===== src/design/prox_regs_pkg.sv =====
// Purpose: Shared constants and types for the proximity sensor control register bank
// Assumes: Byte-wide register port from the serial slave engine
// Notes: Identity part number value is arbitrary
package prox_regs_pkg;

  // Register offsets
  localparam logic [7:0] ADDR_DEVICE_IDENTITY = 8'h00;
  localparam logic [7:0] ADDR_SOFT_RESTART = 8'h01;
  localparam logic [7:0] ADDR_IRQ_PIN_CONFIG = 8'h02;
  localparam logic [7:0] ADDR_LED_PULSE_DIVIDER = 8'h0d;
  localparam logic [7:0] ADDR_RECEIVER_SAMPLE_LAG = 8'h0e;
  localparam logic [7:0] ADDR_LED_DRIVE_STRENGTH = 8'h0f;
  localparam logic [7:0] ADDR_IRQ_STATUS = 8'h40;

  // Field positions
  localparam int SOFT_RESTART_BIT = 0;
  localparam int IRQ_EDGE_BIT = 2;
  localparam int IRQ_AUTO_BIT = 1;
  localparam int IRQ_POL_BIT = 0;

  // Reset values
  localparam logic [2:0] IRQ_CFG_RESET = 3'h2;
  localparam logic [4:0] LED_DIV_RESET = 5'h10;
  localparam logic [4:0] SAMPLE_LAG_RESET = 5'h05;
  localparam logic [4:0] LED_SINK_RESET = 5'h09;

  // Identity: part number value is arbitrary
  localparam logic [3:0] PART_NUMBER_DEFAULT = 4'h3;
  localparam logic [3:0] REVISION_DEFAULT = 4'h1;

  // Timing: one tick of the 4 MHz reference is 250 ns; sample lag step 125 ns
  localparam int SYS_PERIOD_PS = 4000;
  localparam int REF_PERIOD_PS = 250000;
  localparam int LAG_STEP_PS = 125000;
  localparam int REF_TICK_CYCLES = REF_PERIOD_PS / SYS_PERIOD_PS;
  localparam int LAG_STEP_CYCLES = LAG_STEP_PS / SYS_PERIOD_PS;
  localparam logic [4:0] LAG_NONE_MAX = 5'h01;
  localparam logic [4:0] LED_SINK_OFF = 5'h00;

  // Configuration carried to the analogue front end
  typedef struct packed {
    logic edge_mode;
    logic auto_update;
    logic active_high;
  } irq_cfg_t;

  // Byte access from the serial slave engine
  typedef struct packed {
    logic start;
    logic wr;
    logic rd;
    logic stop;
    logic [7:0] addr;
    logic [7:0] wdata;
  } reg_req_t;

endpackage : prox_regs_pkg


===== src/design/prox_sensor_ctrl_regs.sv =====
// Purpose: Control register bank for the proximity sensor: identity, soft restart,
//          interrupt pin shaping, LED pulse divider, sample lag and LED sink code
// Assumes: The serial slave engine presents byte requests, one-cycle strobes
// Notes: The 4 MHz reference is derived from sys_clk_i by a tick counter
// What this block does
// Identity reads part and revision, ignores writes
// Restart bit plus stop restores all defaults
// Edge bit clear: pin follows status level
// Edge bit set: pulse per measurement while set
// Auto bit clear: latch until status read
// Auto bit set: re-evaluate each measurement
// Polarity bit zero low, one high
// LED rate is reference over divider
// Host keeps divider within two to 31
// Sample lag zero for 0/1, else (N-1)x125ns
// Host keeps lag code within divider
// Sink current 5 mA plus code x 5
// Sink code zero turns driver off
// Multi-byte write advances register pointer
// Defaults load at power-up and restart
// Don't care bits ignored, read zero
// Restart bit self-clears with reset
`timescale 1ns/1ps
`default_nettype none

module prox_sensor_ctrl_regs
  import prox_regs_pkg::*;
#(
  parameter logic [3:0] PART_NUMBER = PART_NUMBER_DEFAULT,
  parameter logic [3:0] REVISION = REVISION_DEFAULT
) (
  input wire logic sys_clk_i,
  input wire logic srst_i,
  input wire reg_req_t req_i,
  output logic [7:0] rdata_o,
  input wire logic meas_done_i,
  input wire logic meas_hit_i,
  output logic irq_pin_o,
  output logic irq_status_o,
  output logic led_pulse_o,
  output logic rx_sample_o,
  output logic led_driver_en_o,
  output logic [4:0] led_sink_code_o,
  output irq_cfg_t irq_cfg_o
);

  ////////////////////////////////////////////////////////////////////////////
  // Register state
  logic [7:0] ptr;
  logic [7:0] next_ptr;
  logic restart_armed;
  logic next_restart_armed;
  irq_cfg_t cfg;
  irq_cfg_t next_cfg;
  logic [4:0] led_div;
  logic [4:0] next_led_div;
  logic [4:0] lag_code;
  logic [4:0] next_lag_code;
  logic [4:0] sink_code;
  logic [4:0] next_sink_code;
  logic [7:0] rdata;
  logic [7:0] next_rdata;
  logic do_restart;
  logic [7:0] acc_addr;

  // Restart fires when an armed restart bit meets the stop
  assign do_restart = restart_armed & req_i.stop;

  // Address of the byte in flight: pointer auto-increments after each byte
  assign acc_addr = req_i.start ? req_i.addr : ptr;

  // Next register values from bus writes
  always_comb begin
    next_ptr = ptr;
    next_restart_armed = restart_armed;
    next_cfg = cfg;
    next_led_div = led_div;
    next_lag_code = lag_code;
    next_sink_code = sink_code;
    if (req_i.wr || req_i.rd) begin
      next_ptr = acc_addr + 8'h01;
    end else if (req_i.start) begin
      next_ptr = req_i.addr;
    end
    if (req_i.wr) begin
      if (acc_addr == ADDR_SOFT_RESTART) begin
        next_restart_armed = req_i.wdata[SOFT_RESTART_BIT];
      end else if (acc_addr == ADDR_IRQ_PIN_CONFIG) begin
        next_cfg.edge_mode = req_i.wdata[IRQ_EDGE_BIT];
        next_cfg.auto_update = req_i.wdata[IRQ_AUTO_BIT];
        next_cfg.active_high = req_i.wdata[IRQ_POL_BIT];
      end else if (acc_addr == ADDR_LED_PULSE_DIVIDER) begin
        next_led_div = req_i.wdata[4:0];
      end else if (acc_addr == ADDR_RECEIVER_SAMPLE_LAG) begin
        next_lag_code = req_i.wdata[4:0];
      end else if (acc_addr == ADDR_LED_DRIVE_STRENGTH) begin
        next_sink_code = req_i.wdata[4:0];
      end
    end
  end

  // Register update; restart and power-on both load defaults
  always_ff @(posedge sys_clk_i) begin
    if (srst_i || do_restart) begin
      ptr <= 8'h00;
      restart_armed <= 1'b0;
      cfg <= irq_cfg_t'(IRQ_CFG_RESET);
      led_div <= LED_DIV_RESET;
      lag_code <= SAMPLE_LAG_RESET;
      sink_code <= LED_SINK_RESET;
    end else begin
      ptr <= next_ptr;
      restart_armed <= next_restart_armed;
      cfg <= next_cfg;
      led_div <= next_led_div;
      lag_code <= next_lag_code;
      sink_code <= next_sink_code;
    end
  end

  ////////////////////////////////////////////////////////////////////////////
  // Interrupt status and pin
  logic status;
  logic next_status;
  logic pulse;
  logic next_pulse;
  logic status_read;

  assign status_read = req_i.rd && (acc_addr == ADDR_IRQ_STATUS);

  // Status: latched or re-evaluated per measurement; a hit beats a read clear
  always_comb begin
    next_status = status;
    next_pulse = 1'b0;
    if (cfg.auto_update) begin
      if (meas_done_i) begin
        next_status = meas_hit_i;
      end
    end else begin
      if (meas_done_i && meas_hit_i) begin
        next_status = 1'b1;
      end else if (status_read) begin
        next_status = 1'b0;
      end
    end
    if (cfg.edge_mode && meas_done_i) begin
      next_pulse = next_status;
    end
  end

  always_ff @(posedge sys_clk_i) begin
    if (srst_i || do_restart) begin
      status <= 1'b0;
      pulse <= 1'b0;
    end else begin
      status <= next_status;
      pulse <= next_pulse;
    end
  end

  // Pin: level or pulse, then polarity
  logic irq_active;
  assign irq_active = cfg.edge_mode ? pulse : status;
  assign irq_pin_o = cfg.active_high ? irq_active : ~irq_active;

  ////////////////////////////////////////////////////////////////////////////
  // Read data, registered
  always_comb begin
    next_rdata = rdata;
    if (req_i.rd) begin
      if (acc_addr == ADDR_DEVICE_IDENTITY) begin
        next_rdata = {PART_NUMBER, REVISION};
      end else if (acc_addr == ADDR_SOFT_RESTART) begin
        next_rdata = {7'h00, restart_armed};
      end else if (acc_addr == ADDR_IRQ_PIN_CONFIG) begin
        next_rdata = {5'h00, cfg.edge_mode, cfg.auto_update, cfg.active_high};
      end else if (acc_addr == ADDR_LED_PULSE_DIVIDER) begin
        next_rdata = {3'h0, led_div};
      end else if (acc_addr == ADDR_RECEIVER_SAMPLE_LAG) begin
        next_rdata = {3'h0, lag_code};
      end else if (acc_addr == ADDR_LED_DRIVE_STRENGTH) begin
        next_rdata = {3'h0, sink_code};
      end else if (acc_addr == ADDR_IRQ_STATUS) begin
        next_rdata = {7'h00, status};
      end else begin
        next_rdata = 8'h00;
      end
    end
  end

  always_ff @(posedge sys_clk_i) begin
    if (srst_i) begin
      rdata <= 8'h00;
    end else begin
      rdata <= next_rdata;
    end
  end

  ////////////////////////////////////////////////////////////////////////////
  // LED pulse generator from the 4 MHz reference tick
  localparam logic [5:0] REF_TICK_LAST = 6'(REF_TICK_CYCLES - 1);
  localparam logic [4:0] LAG_STEP_LAST = 5'(LAG_STEP_CYCLES - 1);
  logic [5:0] ref_cnt;
  logic [5:0] next_ref_cnt;
  logic [4:0] div_cnt;
  logic [4:0] next_div_cnt;
  logic led;
  logic next_led;
  logic [4:0] lag_left;
  logic [4:0] next_lag_left;
  logic [4:0] step_cnt;
  logic [4:0] next_step_cnt;
  logic lag_busy;
  logic next_lag_busy;
  logic sample;
  logic next_sample;
  logic ref_tick;
  logic led_edge;

  assign ref_tick = (ref_cnt == REF_TICK_LAST);

  // Divider: period of led_div ticks, high for the first half
  always_comb begin
    next_ref_cnt = ref_tick ? 6'h00 : ref_cnt + 6'h01;
    next_div_cnt = div_cnt;
    next_led = led;
    led_edge = 1'b0;
    if (ref_tick) begin
      if (div_cnt >= led_div - 5'h01) begin
        next_div_cnt = 5'h00;
      end else begin
        next_div_cnt = div_cnt + 5'h01;
      end
      next_led = (next_div_cnt < {1'b0, led_div[4:1]});
      led_edge = (next_led != led);
    end
  end

  // Sample lag: (N-1) steps of 125 ns after each LED edge
  always_comb begin
    next_lag_left = lag_left;
    next_step_cnt = step_cnt;
    next_lag_busy = lag_busy;
    next_sample = 1'b0;
    if (led_edge) begin
      if (lag_code <= LAG_NONE_MAX) begin
        next_sample = 1'b1;
        next_lag_busy = 1'b0;
      end else begin
        next_lag_left = lag_code - 5'h01;
        next_step_cnt = 5'h00;
        next_lag_busy = 1'b1;
      end
    end else if (lag_busy) begin
      if (step_cnt == LAG_STEP_LAST) begin
        next_step_cnt = 5'h00;
        next_lag_left = lag_left - 5'h01;
        if (lag_left == 5'h01) begin
          next_sample = 1'b1;
          next_lag_busy = 1'b0;
        end
      end else begin
        next_step_cnt = step_cnt + 5'h01;
      end
    end
  end

  always_ff @(posedge sys_clk_i) begin
    if (srst_i || do_restart) begin
      ref_cnt <= 6'h00;
      div_cnt <= 5'h00;
      led <= 1'b0;
      lag_left <= 5'h00;
      step_cnt <= 5'h00;
      lag_busy <= 1'b0;
      sample <= 1'b0;
    end else begin
      ref_cnt <= next_ref_cnt;
      div_cnt <= next_div_cnt;
      led <= next_led;
      lag_left <= next_lag_left;
      step_cnt <= next_step_cnt;
      lag_busy <= next_lag_busy;
      sample <= next_sample;
    end
  end

  // Outputs; sink current is 5 mA plus code times 5 mA in the analogue driver
  assign led_pulse_o = led & (sink_code != LED_SINK_OFF);
  assign led_driver_en_o = (sink_code != LED_SINK_OFF);
  assign led_sink_code_o = sink_code;
  assign rx_sample_o = sample;
  assign rdata_o = rdata;
  assign irq_status_o = status;
  assign irq_cfg_o = cfg;

endmodule : prox_sensor_ctrl_regs

`default_nettype wire


===== config.mk =====
export PLATFORM = sky130hd
export DESIGN_NAME = prox_sensor_ctrl_regs
export DESIGN_NICKNAME = d
export VERILOG_FILES = /design/src/design/prox_regs_pkg.sv /design/src/design/prox_sensor_ctrl_regs.sv
export SDC_FILE = /design/constraint.sdc
export NUM_CORES = 1
export LEC_CHECK = 0
export ABC_CLOCK_PERIOD_IN_PS = 3400
export BUFFER_PORTS_ARGS = -buffer_cell sky130_fd_sc_hd__buf_2
export CORE_UTILIZATION = 45
export DETAILED_ROUTE_END_ITERATION = 8
export PLACE_DENSITY = 0.66
export SYNTH_ARGS = -nofsm -noshare
export SYNTH_HDL_FRONTEND = slang
export SYNTH_SLANG_ARGS = --single-unit

===== constraint.sdc =====
create_clock -name sys_clk_i -period 3.4 [get_ports sys_clk_i]
set_clock_uncertainty 0.05 [all_clocks]
set_input_delay 0.68 -clock sys_clk_i [delete_from_list [all_inputs] [get_ports sys_clk_i]]
set_output_delay 0.68 -clock sys_clk_i [all_outputs]
set_load 0.1 [all_outputs]

; After elaboration in Yosys (flattened, before gate mapping)
; Index checks and enable logic that the tools add are counted.
; W data, S select, Z words.
[totals]
wordCells = 101
inputBits = 24
regBits = 61
out_inout_bits = 21
[op_classes]
n_eq_ne = 11
reduce_logical = 18
n_addsub = 7
n_bitwise = 8
magnitude_cmp = 3
n_mux = 36
[ops]
columns = operator, n
row1 = $mux W5, 15
row2 = $eq A8 B4 Y1 const B, 3
row3 = $mux W1, 18
row4 = $mux W8, 2
row5 = $sub A5 B1 Y5 const B, 3
row6 = $add A5 B1 Y5 const B, 2
row7 = $add A8 B1 Y8 const B, 1
row8 = $eq A8 B1 Y1 const B, 1
row9 = $eq A8 B2 Y1 const B, 1
row10 = $eq A8 B7 Y1 const B, 1
row11 = $logic_not A8 Y1, 1
row12 = $add A6 B1 Y6 const B, 1
row13 = $eq A6 B6 Y1 const B, 1
row14 = $mux W6, 1
row15 = $not A1 Y1, 6
row16 = $reduce_and A3 Y1, 2
row17 = $reduce_and A6 Y1, 1
row18 = $eq A5 B1 Y1 const B, 1
row19 = $eq A5 B5 Y1 const B, 1
row20 = $ge A5 B5 Y1, 1
row21 = $le A5 B1 Y1 const B, 1
row22 = $lt A5 B4 Y1, 1
row23 = $reduce_and A5 Y1, 1
row24 = $reduce_bool A5 Y1, 1
row25 = other kinds (9), 16

; Depth between registers and ports, before layout
[logic_depth]
ltp_word = 9
depth_mapped = 15

; Worst setup path before layout
; OpenSTA, ideal clock, no wires.
[synth_path]
path_type = register to output
startpoint = register cfg (netlist bit irq_cfg_o[2])
endpoint = output port irq_pin_o
path_slack_ns = -0.135
arrival_time_ns = 2.805
path_buffers = 0
stages_incl_launch_ff = 3
path_cell_list = dfxtp_1 mux2i_1 xnor2_1
[synth_via]
elab_chain_len = 3
[synth_lines]
columns = element, line_no
row1 = from (decl), prox_sensor_ctrl_regs.sv:53  ; irq_cfg_t cfg;
row2 = from (signal assigned), prox_sensor_ctrl_regs.sv:107  ; cfg <= irq_cfg_t'(IRQ_CFG_RESET);
row3 = from (signal assigned), prox_sensor_ctrl_regs.sv:114  ; cfg <= next_cfg;
row4 = $mux W1 (*), prox_sensor_ctrl_regs.sv:163  ; assign irq_active = cfg.edge_mode ? pulse : status;
row5 = $not A1 Y1, prox_sensor_ctrl_regs.sv:164  ; assign irq_pin_o = cfg.active_high ? irq_active : ~irq_active;
row6 = $mux W1 (*), prox_sensor_ctrl_regs.sv:164
row7 = to (decl), prox_sensor_ctrl_regs.sv:38  ; output logic irq_pin_o,
; Every way passes the cells marked *; elsewhere a longest branch is shown, timed or not.

; Worst setup path in the final report
[layout_path]
startpoint = register led_div[0]
endpoint = register lag_left[4]
[layout_via]
elab_chain_len = 9
elab_cells_between_ends = 12
[layout_lines]
columns = element, line_no
row1 = from (decl), prox_sensor_ctrl_regs.sv:55  ; logic [4:0] led_div;
row2 = from (signal assigned), prox_sensor_ctrl_regs.sv:115  ; led_div <= next_led_div;
row3 = $sub A5 B1 Y5 (*), prox_sensor_ctrl_regs.sv:229  ; if (div_cnt >= led_div - 5'h01) begin
row4 = $ge A5 B5 Y1 (*), prox_sensor_ctrl_regs.sv:229
row5 = $mux W5 (*), prox_sensor_ctrl_regs.sv:229
row6 = $mux W5 (*), prox_sensor_ctrl_regs.sv:228  ; if (ref_tick) begin
row7 = $lt A5 B4 Y1 (*), prox_sensor_ctrl_regs.sv:234  ; next_led = (next_div_cnt < {1'b0, led_div[4:1]});
row8 = $ne A1 B1 Y1 (*), prox_sensor_ctrl_regs.sv:235  ; led_edge = (next_led != led);
row9 = $mux W1 (*), prox_sensor_ctrl_regs.sv:228
row10 = $ne A2 B2 Y1 (no source line) or $reduce_bool A2 Y1 (tied branches), n/a
row11 = $reduce_and A3 Y1 (no source line), n/a
row12 = to (signal assigned), prox_sensor_ctrl_regs.sv:281  ; lag_left <= next_lag_left;
row13 = to (decl), prox_sensor_ctrl_regs.sv:209  ; logic [4:0] lag_left;
; Every way passes the cells marked *; elsewhere a longest branch is shown, timed or not. The select of a mux whose other input is x is not followed.
; A chain may end at the register's enable or synchronous reset.

==> flow_summary.toml <==
[clocking]
clock_sinks = 59
root_buffer = "clkbuf_8"
cts_hold_buffers = 0
cts_buffers = 9
clock_latency_ns = 0.35
h-tree-depth = 3
clk_pin_slew_ns = 0.08
cts_buffer_depth = 2
cts_tree = "yes"

[sta]
setup_violations = 0
hold_viol_final = 0
final.min_clock_period_ns = 3.383
finalHoldWorstSlack_ns = 0.4272
rsz0062_at_grt = "yes"
maxSlewHeadroom = 0.3646
layout_setup_ws_ns = 0.01722
worstMarginPinSlew_ns = 0.9531
timing.fmax_ghz = 0.2956
period_share = 0.9949
slew_violations = 0
fin_setup_tns_ns = 0

[grt]
grt_pass1_wl_um = 14150
antenna_found_initial = 0
grt_overflow = 0
grt_max_degree = 25
grt_pass1_vias = 3009
grt_use_total = 0.2147

[yosys]
synth.ff_latch_count = 59
ys_seq_area_frac = 0.3373
syn_area_um2 = 3502
synth_cells = 421
yosysUniqueCellTypes = 61
async_reset_ff_frac = 0
synth_edf_count = 0
yosys_warnings = 0
synth.avg_cell_area_um2 = 8.319
synthFlopType = "dfxtp_1"

[final_layout]
layout_common_cells = "dfxtp_1, nor2_1, buf_2"
layout_commonest_cell = "dfxtp_1"
nets = 518
area_delta_synth_final_pct = 21.33
design_area_um2 = 4249
drive_gt1_frac = 0.2432
antenna_cells = 0

[hold_path]
min_path_type = "reg -> reg"
min_to = "rdata_o[3]"
hold_path_depth = 2
min_from = "rdata_o[3]"

[drt]
routedWlPerCell_um = 14.50
via_count = 3196
first_pass_iters = 4
drc = 0
routed_wl_um = 8351
drt_iter0_drc = 170
avgViaCountPerCell = 5.549
ant_nets = 0

[placed_design]
globalplace.congestion = 0.7985
port_buffers = 39
place_area_um2 = 3923
pre_cts_ws_ns = -0.02646
dp_hpwl_um = 6071

[setup_path]
crit_path_max_incr_delay_ns = 0.51
cpMaxStageDelayCell = "or4_4"
crit_required_ns = 3.59
rrSetupSlack_ns = 0.02
r2r-start = "led_div[0]"
crit_arrival_ns = 3.57
crit_fanout = 4
rr_worst_depth = 15
end_kind = "flip-flop"
crit_type = "reg -> reg"
reg2reg_to = "lag_left[4]"
cp-start-kind = "flip-flop"
crit_chain = "inv_2, ha_4, xnor2_2, ha_1, a21oi_2, o21ai_4, a31o_4, nor2_4, ha_4, nand4_1, a211oi_2, a32oi_4, nand2_4, or4_4, a41o_1"
crit_top_cell = "ha_4"

[power]
p_comb_frac = 0.121
ir_drop_mv = 0.2467
power_density_nw_per_um2 = 362.6
p_clk_frac = 0.416
power_switching_w = 0.0004423
p_int_w = 0.001099
power_frac_seq = 0.464
p_sw_frac = 0.2871
power.leakage_nw = 1.761

[die]
die-area_um2 = 8140
start_util = 0.4752
num_rows = 31
dieWidth_um = 90.22
die_h_um = 90.22
num_io_pins = 45
core_area_um2 = 7370

[run]
maxCapViolCount = 0

[status]
status = "finished clean"
## worst max-delay path by stage
stage                     from  slack, ns           to  depth (start not counted)
floorplan           led_div[1]      -0.02  lag_left[4]                         15
global placement    led_div[1]       0.01  lag_left[4]                         15
finish              led_div[0]       0.02  lag_left[4]                         15
detailed placement  led_div[1]      -0.03  lag_left[4]                         15
CTS                 led_div[0]      -0.01  lag_left[4]                         15
global route        led_div[0]      -0.14  lag_left[4]                         15
## power groups by stage
| stage | clock, W | combinational (W) | sequential (W) |
|---|---|---|---|
| finish | 0.000640 | 0.000186 | 0.000715 |
| global placement | 0 | 0.000182 | 0.000730 |
| global route | 0.000689 | 0.000204 | 0.000717 |
| detailed placement | 0 | 0.000185 | 0.000731 |
| CTS | 0.000659 | 0.000185 | 0.000715 |
| floorplan | 0 | 0.000120 | 0.000748 |
## per-stage QoR
step             util  cells  total power, W
6_report       0.5766    576        0.001541
4_1_cts        0.5601    574        0.001559
5_1_grt        0.5766    576        0.001609
3_5_place_dp   0.5323    558       0.0009157
2_1_floorplan       -    422       0.0008678
3_3_place_gp   0.5323    558       0.0009120
## registers in the layout (all words and copies together) (netlist names), 3 cells and up
name             count
lag_left             5
rdata_o              6
ref_cnt              6
led_div              5
ptr                  8
lag_code             5
div_cnt              5
led_sink_code_o      5
irq_cfg_o            3
step_cnt             5
## repair_timing
item / CTS / global route
pin swaps: 2 / 16
endpoints found under the setup margin: 4 / 12
gates resized for setup: 1 / 19
buffers inserted: 0 / 2
## area by class of cell
type                            count  area (µm²)
Fill cell                         701        3120
Multi-Input combinational cell    327        2347
Sequential cell                    59        1184
Timing Repair Buffer               57       334.1
Clock buffer                        9       123.9
Tap cell                           99       123.9
Clock inverter                      7       68.82
Inverter                           18       67.56
## cells by family (layout without fill, tap and decap cells)
kind of cell / count (synthesis) / after routing / synth area share
xor+xnor: 20 / 20 / 0.05216
flops: 59 / 59 / 0.3373
mux: 21 / 21 / 0.06002
compound gates: 98 / 98 / 0.1961
buf+inv: 36 / 91 / 0.04287
fa+ha+maj: 22 / 22 / 0.07860
other cells: 1 / 2 / 0.001071
simple gates: 164 / 164 / 0.2319
## worst max-delay path: cells and delay by family, from the launching register on
kind	cells	cell delay (ns)
xor gates and xnor gates	1	0.12
and+or+nand+nor	4	0.86
adders and majority gates	3	0.72
AOI/OAI and AO/OA	6	1.12
buffers and inverters	1	0.05
DFF	1	0.34
## cell usage after synthesis (3+ instances only)
| library cell | number | area [µm²] |
|---|---|---|
| dfxtp_1 | 59 | 1181 |
| nor2_1 | 51 | 191.4 |
| nand2_1 | 40 | 150.1 |
| a21oi_1 | 37 | 185.2 |
| nand3_1 | 25 | 125.1 |
| ha_1 | 22 | 275.3 |
| mux2i_1 | 21 | 210.2 |
| inv_1 | 17 | 63.81 |
| clkbuf_1 | 12 | 45.04 |
| xnor2_1 | 12 | 105.1 |
| o21ai_0 | 10 | 50.05 |
| nor3_1 | 8 | 40.04 |
| xor2_1 | 7 | 61.31 |
| a211oi_1 | 6 | 45.04 |
| nand3b_1 | 6 | 45.04 |
| nor2b_1 | 6 | 37.54 |
| nand2b_1 | 5 | 31.28 |
| o21a_1 | 5 | 37.54 |
| o32ai_1 | 4 | 35.03 |
| a32o_1 | 3 | 30.03 |
| and3_1 | 3 | 18.77 |
| buf_2 | 3 | 15.01 |
| buf_4 | 3 | 22.52 |
| nand4_1 | 3 | 18.77 |
| o211ai_1 | 3 | 22.52 |
| o21ai_2 | 3 | 26.28 |
| or4_1 | 3 | 22.52 |
## routing by layer
| layer | track usage | vias up | part of all wire |
|---|---|---|---|
| met3 | 0.04992 | 13 | 0.043 |
| li1 | - | 1609 | - |
| met4 | 0.07392 | 0 | 0.021 |
| met5 | 0 | - | 0 |
| met1 | 0.2732 | 1507 | 0.45 |
| met2 | 0.3556 | 67 | 0.48 |
(Power assumes the default switching activity.)
